==> src/rtl/wqd_pkg.sv <==
// shared constants for the work queue dispatch and qos block
package wqd_pkg;
  localparam int PRIO_W      = 4;
  localparam int TOK_W       = 8;
  localparam int TC_W        = 3;
  localparam int ST_W        = 8;
  localparam int STSEL_W     = 3;
  localparam int OP_W        = 4;
  localparam int DESC_W      = 32;
  localparam int TOTAL_TOKENS = 74;
  localparam int TOK_PER_ENG = 4;
  // descriptor field positions
  localparam int D_OP_LO     = 0;
  localparam int D_SRCTC     = 4;
  localparam int D_DSTTC     = 5;
  localparam int D_STRICT    = 6;
  localparam int D_CACHE     = 7;
  localparam int D_STSEL_LO  = 8;
  // operation codes
  localparam logic [OP_W-1:0] OP_NOP   = 4'h0;
  localparam logic [OP_W-1:0] OP_MOVE  = 4'h3;
  localparam logic [OP_W-1:0] OP_FILL  = 4'h4;
  localparam logic [OP_W-1:0] OP_CMP   = 4'h5;
  localparam logic [OP_W-1:0] OP_FLUSH = 4'h8;
  localparam logic [PRIO_W-1:0] PRIO_ZERO = 4'h0;
  localparam logic [PRIO_W-1:0] PRIO_ONE  = 4'h1;
  // payload pushed toward the engines
  localparam int OUT_W = DESC_W + 2*TC_W + ST_W + 3;
  localparam int FIFO_DEPTH = 8;

  typedef enum logic [1:0] {
    WQD_RUN    = 2'b00,
    WQD_RELOAD = 2'b01
  } wqd_arb_t;
endpackage

==> src/rtl/wqd_fifo.sv <==
// flop-based fifo with valid/ready on both sides
module wqd_fifo #(
  parameter int WIDTH = 8,
  parameter int DEPTH = 8
) (
  input  wire logic             clk,
  input  wire logic             rst,
  input  wire logic             inValid,
  output logic                  inReady,
  input  wire logic [WIDTH-1:0] inData,
  output logic                  outValid,
  input  wire logic             outReady,
  output logic      [WIDTH-1:0] outData
);
  localparam int AW = $clog2(DEPTH);
  logic [WIDTH-1:0] mem [DEPTH];
  logic [AW-1:0]    wrPtr;
  logic [AW-1:0]    rdPtr;
  logic [AW:0]      fill;
  logic             doPush;
  logic             doPop;

  assign inReady  = (fill != (AW+1)'(DEPTH));
  assign outValid = (fill != '0);
  assign doPush   = inValid && inReady;
  assign doPop    = outValid && outReady;
  assign outData  = mem[rdPtr];

  always_ff @(posedge clk) begin
    if (doPush) begin
      mem[wrPtr] <= inData;
    end
  end

  always_ff @(posedge clk) begin
    if (rst) begin
      wrPtr <= '0;
      rdPtr <= '0;
    end else begin
      if (doPush) begin
        wrPtr <= (wrPtr == AW'(DEPTH-1)) ? '0 : wrPtr + 1'b1;
      end
      if (doPop) begin
        rdPtr <= (rdPtr == AW'(DEPTH-1)) ? '0 : rdPtr + 1'b1;
      end
    end
  end

  always_ff @(posedge clk) begin
    if (rst) begin
      fill <= '0;
    end else if (doPush && !doPop) begin
      fill <= fill + 1'b1;
    end else if (doPop && !doPush) begin
      fill <= fill - 1'b1;
    end
  end
endmodule

==> src/rtl/wqd_rr_pick.sv <==
// round robin finder: first request at or after the pointer
module wqd_rr_pick #(
  parameter int N = 4
) (
  input  wire logic [N-1:0]         req,
  input  wire logic [$clog2(N)-1:0] ptr,
  output logic                      found,
  output logic      [$clog2(N)-1:0] idx
);
  localparam int IW = $clog2(N);

  function automatic logic [IW:0] wqd_first(input logic [N-1:0] r,
                                            input logic [IW-1:0] p);
    logic [IW:0] res;
    int          k;
    res = '0;
    for (int i = N-1; i >= 0; i--) begin
      k = (int'(p) + i) % N;
      if (r[k]) begin
        res = {1'b1, IW'(k)};
      end
    end
    return res;
  endfunction

  // whole scan in one cycle, so empty queues cost no turn
  assign {found, idx} = wqd_first(req, ptr);
endmodule

==> src/rtl/wqd_dispatch_qos.sv <==
// What this block does
// - priorities 1..15, weighed within this group only
// - per-queue counter loaded, decremented per dispatch
// - arbiter visits queues, one descriptor each
// - zero counter blocks queue until reload
// - all pending counters zero reloads every counter
// - newly filled queue served at next turn unless its counter is zero
// - skipping empty queues costs no cycles
// - per-buffer flag picks first or second class
// - reserved tokens skip shared-pool check, not global limit
// - group held tokens never exceed allowed
// - total token count reported as constant
// - global-limit groups share one token pool
// - writes carry steering tag from table
// - strict flag marks writes as unordered-forbidden
// - write hint: zero memory, one cache
// - flush hint: zero invalidates, one keeps
// - hint meaningless for other operations
module wqd_dispatch_qos
  import wqd_pkg::*;
#(
  parameter int NWQ  = 4,
  parameter int NST  = 8
) (
  input  wire logic                   clk,
  input  wire logic                   rst,
  // work queue side
  input  wire logic [NWQ-1:0]         wqEnable,
  input  wire logic [NWQ-1:0]         wqReset,
  input  wire logic [NWQ*PRIO_W-1:0]  wqPriority,
  input  wire logic [NWQ-1:0]         wqValid,
  input  wire logic [NWQ*DESC_W-1:0]  wqDesc,
  output logic      [NWQ-1:0]         wqTake,
  // group configuration
  input  wire logic [TC_W-1:0]        firstTrafficClass,
  input  wire logic [TC_W-1:0]        secondTrafficClass,
  input  wire logic [NST*ST_W-1:0]    steerTable,
  input  wire logic [TOK_W-1:0]       tokReserved,
  input  wire logic [TOK_W-1:0]       tokAllowed,
  input  wire logic [TOK_W-1:0]       sumReserved,
  input  wire logic                   useGlobalLimit,
  input  wire logic [TOK_W-1:0]       globalTokenLimit,
  // token usage of the other groups
  input  wire logic [TOK_W-1:0]       otherUnresvUsed,
  input  wire logic [TOK_W-1:0]       otherGlobalUsed,
  // engine side
  output logic                        engValid,
  input  wire logic                   engReady,
  output logic      [DESC_W-1:0]      engDesc,
  output logic      [TC_W-1:0]        engSrcClass,
  output logic      [TC_W-1:0]        engDstClass,
  output logic      [ST_W-1:0]        engSteerTag,
  output logic                        engStrictOrder,
  output logic                        engCacheAlloc,
  output logic                        engFlushKeep,
  // token acquisition by engines
  input  wire logic                   tokReq,
  input  wire logic [TOK_W-1:0]       tokReqCount,
  output logic                        tokGrant,
  input  wire logic                   tokRelease,
  input  wire logic [TOK_W-1:0]       tokRelCount,
  // status
  output logic      [TOK_W-1:0]       tokHeld,
  output logic      [TOK_W-1:0]       unresvUsed,
  output logic      [TOK_W-1:0]       capTotalTokens
);
  localparam int IW = $clog2(NWQ);

  wqd_arb_t            arbState;
  logic [PRIO_W-1:0]   wqCount [NWQ];
  logic [NWQ-1:0]      cntNonZero;
  logic [NWQ-1:0]      eligible;
  logic [NWQ-1:0]      pending;
  logic [IW-1:0]       turnPtr;
  logic [IW-1:0]       pickIdx;
  logic                pickFound;
  logic                reloadAll;
  logic                doDispatch;
  logic                fifoInReady;
  logic [OUT_W-1:0]    fifoIn;
  logic [OUT_W-1:0]    fifoOut;
  logic [DESC_W-1:0]   selDesc;
  logic [OP_W-1:0]     selOp;
  logic                selWrites;
  logic                selFlush;
  logic [STSEL_W-1:0]  selStSel;
  logic [TC_W-1:0]     selSrcTc;
  logic [TC_W-1:0]     selDstTc;
  logic [ST_W-1:0]     selSt;
  logic                selStrict;
  logic                selAlloc;
  logic                selKeep;
  logic [TOK_W:0]      heldAfter;
  logic [TOK_W:0]      excessAfter;
  logic [TOK_W:0]      excessNow;
  logic [TOK_W:0]      unresvPool;
  logic [TOK_W:0]      globalAfter;
  logic                fitsAllowed;
  logic                fitsShared;
  logic                fitsGlobal;

  function automatic logic [PRIO_W-1:0] wqd_prio(input int q,
      input logic [NWQ*PRIO_W-1:0] p);
    return p[q*PRIO_W +: PRIO_W];
  endfunction

  assign capTotalTokens = TOK_W'(TOTAL_TOKENS);

  // ---------------- arbitration ----------------
  assign pending   = wqValid & wqEnable;
  assign eligible  = pending & cntNonZero;
  assign reloadAll = (pending != '0) && (eligible == '0);
  // the reload edge itself is the only idle turn, so no state gating here
  assign doDispatch = pickFound && fifoInReady;

  wqd_rr_pick #(
    .N     (NWQ)
  ) u_pick (
    .req   (eligible),
    .ptr   (turnPtr),
    .found (pickFound),
    .idx   (pickIdx)
  );

  genvar g;
  generate
    for (g = 0; g < NWQ; g++) begin : gen_wq
      logic enPrev;
      assign cntNonZero[g] = (wqCount[g] != PRIO_ZERO);
      assign wqTake[g] = doDispatch && (pickIdx == IW'(g));

      always_ff @(posedge clk) begin
        if (rst) begin
          enPrev <= 1'b0;
        end else begin
          enPrev <= wqEnable[g];
        end
      end

      // counters only weigh queues of this group against each other
      always_ff @(posedge clk) begin
        if (rst) begin
          wqCount[g] <= PRIO_ZERO;
        end else if (wqReset[g] || (wqEnable[g] && !enPrev)) begin
          wqCount[g] <= wqd_prio(g, wqPriority);
        end else if (reloadAll) begin
          wqCount[g] <= wqd_prio(g, wqPriority);
        end else if (wqTake[g]) begin
          wqCount[g] <= wqCount[g] - PRIO_ONE;
        end
      end
    end
  endgenerate

  // reload spends one cycle, only when nothing is eligible anyway
  always_ff @(posedge clk) begin
    if (rst) begin
      arbState <= WQD_RUN;
    end else begin
      case (arbState)
        WQD_RUN:    arbState <= reloadAll ? WQD_RELOAD : WQD_RUN;
        WQD_RELOAD: arbState <= WQD_RUN;
        default:    arbState <= WQD_RUN;
      endcase
    end
  end

  always_ff @(posedge clk) begin
    if (rst) begin
      turnPtr <= '0;
    end else if (doDispatch) begin
      turnPtr <= (pickIdx == IW'(NWQ-1)) ? '0 : pickIdx + 1'b1;
    end
  end

  // ---------------- descriptor tagging ----------------
  assign selDesc   = wqDesc[pickIdx*DESC_W +: DESC_W];
  assign selOp     = selDesc[D_OP_LO +: OP_W];
  assign selWrites = (selOp == OP_MOVE) || (selOp == OP_FILL);
  assign selFlush  = (selOp == OP_FLUSH);
  assign selStSel  = selDesc[D_STSEL_LO +: STSEL_W];
  assign selSrcTc  = selDesc[D_SRCTC] ? secondTrafficClass
                                      : firstTrafficClass;
  assign selDstTc  = selDesc[D_DSTTC] ? secondTrafficClass
                                      : firstTrafficClass;
  assign selSt     = steerTable[selStSel*ST_W +: ST_W];
  assign selStrict = selDesc[D_STRICT] && (selWrites || selFlush);
  // the hint is carried but the fabric may still ignore it
  assign selAlloc  = selWrites && selDesc[D_CACHE];
  assign selKeep   = selFlush && selDesc[D_CACHE];
  assign fifoIn = {selDesc, selSrcTc, selDstTc, selSt,
                   selStrict, selAlloc, selKeep};

  wqd_fifo #(
    .WIDTH    (OUT_W),
    .DEPTH    (FIFO_DEPTH)
  ) u_fifo (
    .clk      (clk),
    .rst      (rst),
    .inValid  (doDispatch),
    .inReady  (fifoInReady),
    .inData   (fifoIn),
    .outValid (engValid),
    .outReady (engReady),
    .outData  (fifoOut)
  );

  assign {engDesc, engSrcClass, engDstClass, engSteerTag,
          engStrictOrder, engCacheAlloc, engFlushKeep} = fifoOut;

  // ---------------- bandwidth tokens ----------------
  assign heldAfter   = {1'b0, tokHeld} + {1'b0, tokReqCount};
  assign excessNow   = (tokHeld > tokReserved)
                     ? {1'b0, tokHeld} - {1'b0, tokReserved} : '0;
  assign excessAfter = (heldAfter > {1'b0, tokReserved})
                     ? heldAfter - {1'b0, tokReserved} : '0;
  assign unresvPool  = (TOK_W+1)'(TOTAL_TOKENS) - {1'b0, sumReserved};
  assign globalAfter = {1'b0, otherGlobalUsed} + heldAfter;
  assign fitsAllowed = heldAfter <= {1'b0, tokAllowed};
  // tokens within the reserve never compete for the shared unreserved pool
  assign fitsShared  = (excessAfter == '0) ||
    ({1'b0, otherUnresvUsed} + excessAfter <= unresvPool);
  assign fitsGlobal  = !useGlobalLimit ||
    (globalAfter <= {1'b0, globalTokenLimit});
  // request held by the engine until granted; nothing is dropped
  assign tokGrant = tokReq && fitsAllowed && fitsShared && fitsGlobal;
  assign unresvUsed = excessNow[TOK_W-1:0];

  always_ff @(posedge clk) begin
    if (rst) begin
      tokHeld <= '0;
    end else if (tokGrant && tokRelease) begin
      tokHeld <= heldAfter[TOK_W-1:0] - tokRelCount;
    end else if (tokGrant) begin
      tokHeld <= heldAfter[TOK_W-1:0];
    end else if (tokRelease) begin
      tokHeld <= (tokRelCount > tokHeld) ? '0 : tokHeld - tokRelCount;
    end
  end

  // ---------------- checks ----------------
  logic [IW-1:0]     takeIdx;
  logic [PRIO_W-1:0] takeCnt;
  assign takeIdx = pickIdx;
  assign takeCnt = wqCount[pickIdx];
endmodule

==> config.mk <==
export PLATFORM = sky130hd
export DESIGN_NAME = wqd_dispatch_qos
export DESIGN_NICKNAME = d
export VERILOG_FILES = /design/src/rtl/wqd_pkg.sv /design/src/rtl/wqd_fifo.sv /design/src/rtl/wqd_rr_pick.sv /design/src/rtl/wqd_dispatch_qos.sv
export SDC_FILE = /design/constraint.sdc
export NUM_CORES = 1
export LEC_CHECK = 0
export BUFFER_PORTS_ARGS = -buffer_cell sky130_fd_sc_hd__buf_2
export CORE_UTILIZATION = 40
export DETAILED_ROUTE_END_ITERATION = 6
export PLACE_DENSITY = 0.62
export SKIP_LAST_GASP = 1
export SYNTH_ARGS = -nofsm -noshare
export SYNTH_HDL_FRONTEND = slang
export SYNTH_SLANG_ARGS = --single-unit
export TNS_END_PERCENT = 50
==> constraint.sdc <==
create_clock -name clk -period 9.45 [get_ports clk]
set_clock_uncertainty 0.05 [all_clocks]
set_input_delay 1.89 -clock clk [delete_from_list [all_inputs] [get_ports clk]]
set_output_delay 1.89 -clock clk [all_outputs]
set_load 0.01 [all_outputs]
==> summary.md, run 1 <==
| Metric | Value |
|---|---|
| Die Y | 237 um |
| Post-synthesis cell area | 22000 um^2 |
| Worst-margin pin slew | 1.07 ns |
| Wirelength, routed | 53900 um |
| Share of cells above drive strength 1 | 0.344 |
| Startpoint Class | input port |
| Met1 wire length | 24000 um |
| Vias in the first global route | 14400 |
| Hold path startpoint | u_fifo.rdPtr[2]$_SDFFE_PP0P_ |
| Total number of vias | 14100 |
| Worst Path Class, Setup | in -> out |
| Post-DP HPWL | 35200 um |
| CP endpoint kind | primary output |
| Tmin final | 9.08 ns |
| Slew margin rel. | 0.289 |
| Register area share after synthesis | 0.581 |
| Leakage power | 9.98 nW |
| CTS clk-pin slew, worst paths | 0.06 ns |
| Worst Hold Class | reg -> reg |
| Routability cong. | 0.866 |
| Depth of the worst register-to-register path | 32 |
| First drt pass iteration count | 6 |
| Clk sinks | 435 |
| Final setup fails | 0 |
| Total grt overflow | 0 |
| Core Rows | 85 |
| Top cell type by total area after synthesis | edfxtp_1 |
| Clock Path Buffers | 3 |
| Reg2Reg Setup Slack | 3.18 ns |
| Syn_area_per_cell | 14.7 um^2 |
| CTS Root Cell | clkbuf_16 |
| IO Pins | 375 |
| FF-to-FF End | tokHeld[1]$_SDFFE_PP0P_ |
| Antenna violations before repair | 2 |
| Die W | 237 um |
| Nets | 2280 |
| Required @ worst endpoint | 7.51 ns |
| Post-route DRC | 0 |
| Antenna viol nets, final | 0 |
| Share of flip-flops with an asynchronous set or reset | 0 |
| Worst flop-to-flop path startpoint | tokHeld[1]$_SDFFE_PP0P_ |
| Clk_lat worst skew | 0.57 ns |
| Cell mode on critical path | ha_1 |
| GRT Total Usage | 0.192 |
| Met2 routed WL | 25400 um |
| Pwr/cell area | 261 nW/um^2 |
| Largest net degree at the start of global routing | 67 |
| TritonCTS clock tree | built |
| Slowest stage cell, crit path | fa_1 |
| Primary FF master, synth | edfxtp_1 |
| # H-tree levels | 2 |
| Top Layer Used | met5 |
| Antenna Cells | 0 |
| Final hold viol count | 0 |
| Met3 routed WL | 3120 um |
| Mapped Cells | 1499 |
| Tcrit/Tclk final | 0.961 |
| Synth area leaders | edfxtp_1 56%, mux4_2 10%, ha_1 5.5% |
| Synth top area share | 0.556 |
| Crit-path max cell delay | 0.42 ns |
| Core Area | 54100 um^2 |
| WHS Path Cells | 2 |
| Number of flops mapped to enable cells by yosys | 408 |
| CP Data Arrival Time | 7.14 ns |
| DR vias/cell | 5.39 |
| Cts bufs inserted | 45 |
| Maximum operating frequency | 110 MHz |
| Maxcap violations | 0 |
| Setup TNS | 0 ns |
| Layout area overhead | 18.6% |
| Initial Utilization | 0.407 |
| Fin. max-slew vios | 0 |
| Post-Route Utilization | 0.483 |
| Yosys cell types | 78 |
| Die area | 56000 um^2 |
| #FFs+latches synth | 435 |
| Status | completed |
| Global-route wire length before repair | 82000 um |
| Syn. warnings | 0 |
| Initial DRC Count | 780 |
| Maximum vdd ir drop | 0.127 mV |
| DR WL/cell | 20.6 um |
| # port buffers | 366 |
| Worst-path maximum fanout | 6 |
[synthesized netlist by cell type, types with 14 or more instances]
cell type,number
ha_1,96
and2_1,20
nand2_1,53
a211oi_1,34
edfxtp_1,408
inv_1,80
clkbuf_1,33
and2_0,14
xnor2_1,38
nor2_1,72
mux2_2,63
mux4_2,98
o21ai_0,40
a21oi_1,70
mux2i_1,76
dfxtp_1,27
nor2b_1,31
nor3_1,28
[flip-flops by register name, summed over array words and instances, names as in the netlist, named ones only]
signal / count
u_fifo.rdPtr: 3
u_fifo.fill: 4
tokHeld: 8
wqCount: 16
u_fifo.wrPtr: 3
turnPtr: 2
gen_wq.enPrev: 4
u_fifo.mem: 392
[metal layers]
| layer | vias to the layer above | GRT usage |
|---|---|---|
| met4 | 2 | 0.0643 |
| met5 | - | 0 |
| li1 | 6580 | - |
| met2 | 455 | 0.310 |
| met3 | 77 | 0.0353 |
| met1 | 6971 | 0.260 |
[cells in the final DEF (no fill, tap or decap), types with 13 or more instances in the layout]
cell type | netlist | routed
a21oi_1 | 70 | 68
buf_2 | 8 | 366
a211oi_1 | 34 | 34
xnor2_1 | 38 | 38
o21ai_0 | 40 | 36
edfxtp_1 | 408 | 408
and2_0 | 14 | 14
nor2b_1 | 31 | 31
and2_1 | 20 | 19
nor2_1 | 72 | 71
mux4_2 | 98 | 98
inv_1 | 80 | 80
mux2_2 | 63 | 63
ha_1 | 96 | 96
clkbuf_16 | 0 | 46
clkbuf_1 | 33 | 13
buf_4 | 9 | 29
dfxtp_1 | 27 | 24
a21o_1 | 13 | 13
mux2i_1 | 76 | 76
nor3_1 | 28 | 25
nand2_1 | 53 | 53
[metrics by stage]
step | hold slack (ns) | setup WS [ns] | instance area, um^2 | cells | power [W]
3_5_place_dp | 0.433 | -0.163 | 24700 | 2525 | 0.00516
6_report | 0.437 | 0.368 | 26100 | 2611 | 0.00682
4_1_cts | 0.440 | 0.0175 | 26100 | 2607 | 0.00685
5_1_grt | 0.476 | -0.00760 | 26100 | 2611 | 0.00722
2_1_floorplan | 0.405 | 0.380 | 22000 | 1505 | 0.00437
3_3_place_gp | 0.427 | 0.0675 | 24700 | 2525 | 0.00510
[critical path, delay by kind of cell]
family                   cells  cell delay (ns)
adder cells (fa/ha/maj)      6             1.82
buffers and inverters        5             0.41
AND/OR/NAND/NOR              9             1.16
XOR/XNOR                     2             0.29
AO/OA/AOI/OAI               12             1.56
[cells by family after synthesis]
| kind of cell | Yosys count | share of synthesized area |
|---|---|---|
| and+or+nand+nor | 288 | 0.0685 |
| buffers and inverters | 149 | 0.0285 |
| AOI/OAI and AO/OA | 231 | 0.0710 |
| muxes | 240 | 0.169 |
| xor gates and xnor gates | 50 | 0.0199 |
| adders and majority gates | 104 | 0.0618 |
| other | 2 | 0.000341 |
| DFF | 435 | 0.581 |
[how the worst max path moves through the flow]
stage                     slack, ns           start        to
after detailed placement      -0.16  tokReqCount[1]  tokGrant
after floorplan                0.38  tokReqCount[0]  tokGrant
after global placement         0.07  tokReqCount[1]  tokGrant
after global routing         -0.008  tokReqCount[0]  tokGrant
after CTS                      0.02  tokReqCount[1]  tokGrant
final                          0.37  tokReqCount[0]  tokGrant
[cell type report]
cell class | instances | area [um^2]
Multi-Input combinational cell | 921 | 8710
Timing Repair Buffer | 395 | 2050
Clock buffer | 60 | 1210
Sequential cell | 435 | 12800
Inverter | 82 | 308
Fill cell | 4721 | 28000
Tap cell | 696 | 871
Clock inverter | 22 | 178
[power by group]
part	switching [W]	total, W	internal (W)
sequential	0.000109	0.00255	0.00245
clock	0.000718	0.00168	0.000961
combinational	0.00142	0.00259	0.00116
[repair_timing]
| action | 4_1_cts | 5_1_grt |
|---|---|---|
| hold buffers | 0 | 0 |
| buffers inserted | 0 | 4 |
| pin swaps | 0 | 8 |
| gates resized for setup | 2 | 11 |
| endpoints found under the setup margin | 1 | 1 |
Power figures use the tool's default switching activity.
==> inputs of run 2 (changes only) <==
Settings changed: SYNTH_HIERARCHICAL set to 1.
==> summary.md, run 2 <==
| Metric | Value |
|---|---|
| Number of flops mapped to enable cells by yosys | 408 |
| Crit-path max cell delay | 0.36 ns |
| Tmin final | 9.25 ns |
| Total grt overflow | 0 |
| Post-DP HPWL | 35500 um |
| Status | completed |
| Top cell type by total area after synthesis | edfxtp_1 |
| Worst flop-to-flop path startpoint | tokHeld[1]$_SDFFE_PP0P_ |
| Initial Utilization | 0.405 |
| Synth top area share | 0.562 |
| CP Launch Point | tokReqCount[1] |
| Critical path endpoint | tokGrant |
| Tcrit/Tclk final | 0.978 |
| Synth area leaders | edfxtp_1 56%, mux4_2 13%, ha_1 5.5% |
| Antenna violations before repair | 3 |
| FF-to-FF End | tokHeld[6]$_SDFFE_PP0P_ |
| Depth of the worst register-to-register path | 30 |
| CTS Root Cell | clkbuf_16 |
| Most frequent cells in the layout | 408 x edfxtp_1, 366 x buf_2, 129 x mux4_2, 93 x ha_1, 87 x inv_1 |
| Layout area overhead | 18.8% |
| PnR worst setup slack | 0.204 ns |
| Die area | 55400 um^2 |
| Commonest non-fill, non-tap cell in the layout | edfxtp_1 |
| CP endpoint kind | primary output |
| Maximum vdd ir drop | 0.143 mV |
| Syn_area_per_cell | 15.9 um^2 |
| GRT met1 Usage | 0.242 |
| #FFs+latches synth | 435 |
| Mux contribution to synthesized area | 0.193 |
| Required @ worst endpoint | 7.51 ns |
| Worst Hold Class | reg -> reg |
| IO Pins | 375 |
| Clk sinks | 435 |
| Syn. warnings | 6 |
| Simple-Gate Fraction of Synth Area | 0.0537 |
| Register area share after synthesis | 0.587 |
| Clock Path Buffers | 3 |
| First drt pass iteration count | 5 |
| Largest regs | u_fifo/mem (392), wqCount (16), tokHeld (8) |
| TritonCTS clock tree | built |
| Nets | 2159 |
| Cell with the most instances after synthesis | edfxtp_1 |
| # port buffers | 366 |
| Synth Area in Adders | 0.0624 |
| Share of cells above drive strength 1 | 0.381 |
| Wirelength, routed | 53900 um |
| Share of flip-flops with an asynchronous set or reset | 0 |
| # H-tree levels | 2 |
| GR peak layer | met2 |
| Core Area | 53800 um^2 |
| CP Data Arrival Time | 7.31 ns |
| Non-Filler Cell Area, Final | 25900 um^2 |
| Fin. max-slew vios | 0 |
| Placed cell areas | 24400 um^2 |
| Final hold viol count | 0 |
| Reg with most FFs | u_fifo/mem |
| Maxcap violations | 0 |
| Worst-path maximum fanout | 5 |
| Clk_lat worst skew | 0.56 ns |
| Yosys cell types | 73 |
| Antenna viol nets, final | 0 |
| Post-route DRC | 0 |
| Fillers | 4687 |
| GRT Total Usage | 0.193 |
| Mapped Cells | 1371 |
| Final setup fails | 0 |
| Pwr/cell area | 264 nW/um^2 |
| Post-synthesis compound-gate area fraction | 0.0525 |
| Place WS | 0.0202 ns |
| Startpoint Class | input port |
| CTS clk-pin slew, worst paths | 0.06 ns |
| DR vias/cell | 5.45 |
| Largest net degree at the start of global routing | 60 |
| Maximum operating frequency | 108 MHz |
| Setup bufs post-CTS | 0 |
| Slew margin rel. | 0.351 |
| DR WL/cell | 21.6 um |
| Grt met2 use | 0.342 |
| Global-route wire length before repair | 81100 um |
| Die Y | 235 um |
| Met3 GRT Util | 0.0390 |
| Area of the multi-input gates | 8480 um^2 |
| Cts bufs inserted | 46 |
| Leakage power | 9.68 nW |
| Total number of vias | 13600 |
| Post-synthesis cell area | 21800 um^2 |
| Max FFs per register | 392 |
| Worst-margin pin slew | 0.972 ns |
| Primary FF master, synth | edfxtp_1 |
| Vias in the first global route | 14300 |
| Initial DRC Count | 753 |
| Register area | 12800 um^2 |
| Largest family of logic cells by synthesized area | multiplexers |
| Worst Path Class, Setup | in -> out |
| Core Rows | 85 |
| Reg2Reg Setup Slack | 3.01 ns |
| Commonest cells post-synth | 408 x edfxtp_1, 129 x mux4_2, 96 x ha_1 |
| Die W | 235 um |
| XOR/XNOR share of the synthesized area | 0.0197 |
| Routability cong. | 0.863 |
| Slowest stage cell, crit path | a221o_1 |
| Min Hold Slack | 0.427 ns |
## run 2: layer usage
layer  vias up  share of wire
li1       6197              -
met1      6935           0.42
met2       382           0.51
met3        71          0.055
met4         4          0.018
met5         -        0.00065
## run 2: how the worst min path moves through the flow
stage                                  from  endpoint  slack (ns)  cells after the start
2_1_floorplan  u_fifo/rdPtr[1]$_SDFFE_PP0P_      flop        0.40                      2
3_3_place_gp   u_fifo/rdPtr[1]$_SDFFE_PP0P_      flop        0.42                      2
3_5_place_dp   u_fifo/rdPtr[2]$_SDFFE_PP0P_      flop        0.42                      2
4_1_cts        u_fifo/rdPtr[1]$_SDFFE_PP0P_      flop        0.44                      2
5_1_grt        u_fifo/rdPtr[1]$_SDFFE_PP0P_      flop        0.47                      2
6_report       u_fifo/rdPtr[1]$_SDFFE_PP0P_      flop        0.43                      2
## run 2: cells by family after synthesis
group                    Yosys count
XOR/XNOR                          49
multiplexers                     222
flip-flops                       435
AND/OR/NAND/NOR                  235
buffers and inverters            145
other                              2
adder cells (fa/ha/maj)          104
AO/OA/AOI/OAI                    179
## run 2: what timing repair did
item	in CTS	in global routing
gates resized for setup	0	17
setup endpoints to repair	0	1
hold buffers	0	0
## run 2: critical path: cells and delay by family
family | cells | cell delay, ns
AO/OA/AOI/OAI | 13 | 2.24
XOR/XNOR | 1 | 0.18
adder cells (fa/ha/maj) | 5 | 1.30
buffers and inverters | 5 | 0.43
AND/OR/NAND/NOR | 7 | 1.23
## run 2: power by group
part           total [W]  switching, W  leakage, nW  internal, W
logic            0.00263       0.00143         5.05      0.00121
clock network    0.00166      0.000733        0.669     0.000928
registers        0.00255      0.000122         3.96      0.00243
total            0.00685       0.00228         9.68      0.00457
## run 2: metrics by stage
step | std cells | util | total power (W) | TNS (ns)
4_1_cts | 2490 | 0.479 | 0.00687 | 0
3_3_place_gp | 2407 | 0.454 | 0.00513 | 0
2_1_floorplan | 1377 | - | 0.00442 | 0
6_report | 2493 | 0.481 | 0.00685 | 0
3_5_place_dp | 2407 | 0.454 | 0.00520 | 0
5_1_grt | 2491 | 0.481 | 0.00725 | -0.00525
## run 2: cell type report
| class | instances | area share |
|---|---|---|
| timing repair buffer | 390 | 0.0777 |
| inverter | 89 | 0.0129 |
| multi-input combinational | 797 | 0.328 |
| clock inverter | 28 | 0.00773 |
| sequential | 435 | 0.494 |
| clock buffer | 55 | 0.0458 |
| antenna | 3 | 0.000290 |
| tap | 696 | 0.0336 |
==> inputs of run 3 (changes only) <==
Settings changed: RECOVER_POWER set to 50.
==> summary.md, run 3 (synthesized netlist as in run 2, its figures left out) <==
| Metric | Value |
|---|---|
| Gate power share | 0.383 |
| Final setup fails | 0 |
| Commonest non-fill, non-tap cell in the layout | edfxtp_1 |
| Total grt overflow | 0 |
| Most frequent cells in the layout | 408 x edfxtp_1, 356 x buf_2, 129 x mux4_2, 93 x ha_1, 88 x inv_1 |
| Cts bufs inserted | 46 |
| Die area | 55400 um^2 |
| Initial Utilization | 0.405 |
| # H-tree levels | 2 |
| Die W | 235 um |
| Maxcap violations | 6 |
| CP endpoint kind | primary output |
| Post-route DRC | 0 |
| DR vias/cell | 5.44 |
| TritonCTS clock tree | built |
| GRT Total Usage | 0.193 |
| CP bufs+invs | 5 |
| Largest net degree at the start of global routing | 60 |
| Worst Path Class, Setup | in -> out |
| Wirelength, routed | 53900 um |
| Final Non-Filler Cells | 2493 |
| CTS Root Cell | clkbuf_16 |
| Antenna violations before repair | 3 |
| Tcrit/Tclk final | 0.978 |
| Fillers | 4700 |
| Reg with most FFs | u_fifo/mem |
| Clk sinks | 435 |
| Largest regs | u_fifo/mem (392), wqCount (16), tokHeld (8) |
| Failing checks | max-capacitance violations, max-slew violations |
| Part of the power in registers | 0.374 |
| Nets | 2159 |
| Register area | 12800 um^2 |
| Pwr/cell area | 265 nW/um^2 |
| Final hold viol count | 0 |
| Share of cells above drive strength 1 | 0.370 |
| Worst-margin pin slew | 3.89 ns |
| # port buffers | 366 |
| Maximum operating frequency | 108 MHz |
| Clock Path Buffers | 3 |
| Status | finished, violations left |
| Setup TNS | 0 ns |
| Placed Cells | 2407 |
| CTS clk-pin slew, worst paths | 0.06 ns |
| Post-DP HPWL | 35500 um |
| Slowest stage cell, crit path | a221o_1 |
| Net switching power | 0.00228 W |
| Initial DRC Count | 772 |
| Clock power share | 0.243 |
| Switching share of power | 0.332 |
| Vias in the first global route | 14300 |
| Layout area overhead | 18.5% |
| Global-route wire length before repair | 81100 um |
| PnR worst setup slack | 0.205 ns |
| Startpoint Class | input port |
| First drt pass iteration count | 5 |
| Core Area | 53800 um^2 |
| Leakage power | 9.61 nW |
| Pint | 0.00457 W |
| Place WS | 0.0202 ns |
| Crit-path max cell delay | 0.36 ns |
| Total number of vias | 13600 |
| Die Y | 235 um |
| Worst-path maximum fanout | 5 |
| Tmin final | 9.25 ns |
| Required @ worst endpoint | 7.51 ns |
| Clk_lat worst skew | 0.56 ns |
| Fin. max-slew vios | 258 |
| Core Rows | 85 |
| Max FFs per register | 392 |
| Setup bufs post-CTS | 0 |
| Worst Hold Class | reg -> reg |
| Antenna viol nets, final | 0 |
| IO Pins | 375 |
| Slew margin rel. | -1.59 |
| Routability cong. | 0.863 |
| CP Data Arrival Time | 7.31 ns |
| Area of the multi-input gates | 8470 um^2 |
| DR WL/cell | 21.6 um |
| Crit-path leading delay family | compound AO/OA/AOI/OAI gates |
| Maximum vdd ir drop | 0.144 mV |
-- run 3: cell types whose count changed in the layout (fill, tap and decap cells not counted), sizes merged --
cell	delta
clkbuf	+17
buf	-17
-- run 3: cell type report --
type / instances / area share
diodes: 3 / 0.000291
repair buffers: 390 / 0.0764
inverters: 89 / 0.0129
multi-input cells: 797 / 0.328
clock inverters: 28 / 0.00775
clock buffers: 55 / 0.0459
flip-flops and latches: 435 / 0.495
well taps: 696 / 0.0337
-- run 3: routing by layer --
layer,wire length [um],track usage
met4,989,0.0446
met1,22700,0.242
met5,35,0
met3,2960,0.0390
met2,27200,0.342
-- run 3: power by group through the flow --
| stage | registers [W] | logic (W) | clock network, W |
|---|---|---|---|
| 2_1_floorplan | 0.00254 | 0.00188 | 0 |
| 3_3_place_gp | 0.00259 | 0.00255 | 0 |
| 3_5_place_dp | 0.00260 | 0.00260 | 0 |
| 4_1_cts | 0.00256 | 0.00261 | 0.00170 |
| 5_1_grt | 0.00259 | 0.00289 | 0.00178 |
| 6_report | 0.00257 | 0.00262 | 0.00166 |
-- run 3: repair_timing --
action	4_1_cts	5_1_grt
endpoints found under the setup margin	0	1
gates resized for setup	0	17
hold buffers	0	0
-- run 3: worst min-delay path, cell delays in order, from the launching register on --
cell and delay (ns):
dfxtp_1 0.31, nand2_1 0.05, a21oi_1 0.07
-- run 3: metrics by stage --
step | hold WS [ns] | cell area (um^2) | power [W] | util
final | 0.429 | 25800 | 0.00685 | 0.480
after global routing | 0.469 | 25800 | 0.00726 | 0.480
after CTS | 0.435 | 25800 | 0.00687 | 0.479
after detailed placement | 0.423 | 24400 | 0.00520 | 0.454
after global placement | 0.417 | 24400 | 0.00513 | 0.454
after floorplan | 0.404 | 21800 | 0.00442 | -
-- run 3: final timing paths --
check,depth (start not counted),from,slack (ns),to
worst max-delay path,31,tokReqCount[1],0.20,tokGrant
worst min-delay path,2,u_fifo/rdPtr[1]$_SDFFE_PP0P_,0.43,flop
worst max register to register,30,tokHeld[1]$_SDFFE_PP0P_,3.00,tokHeld[6]$_SDFFE_PP0P_
worst min register to register,2,u_fifo/rdPtr[1]$_SDFFE_PP0P_,0.43,flop
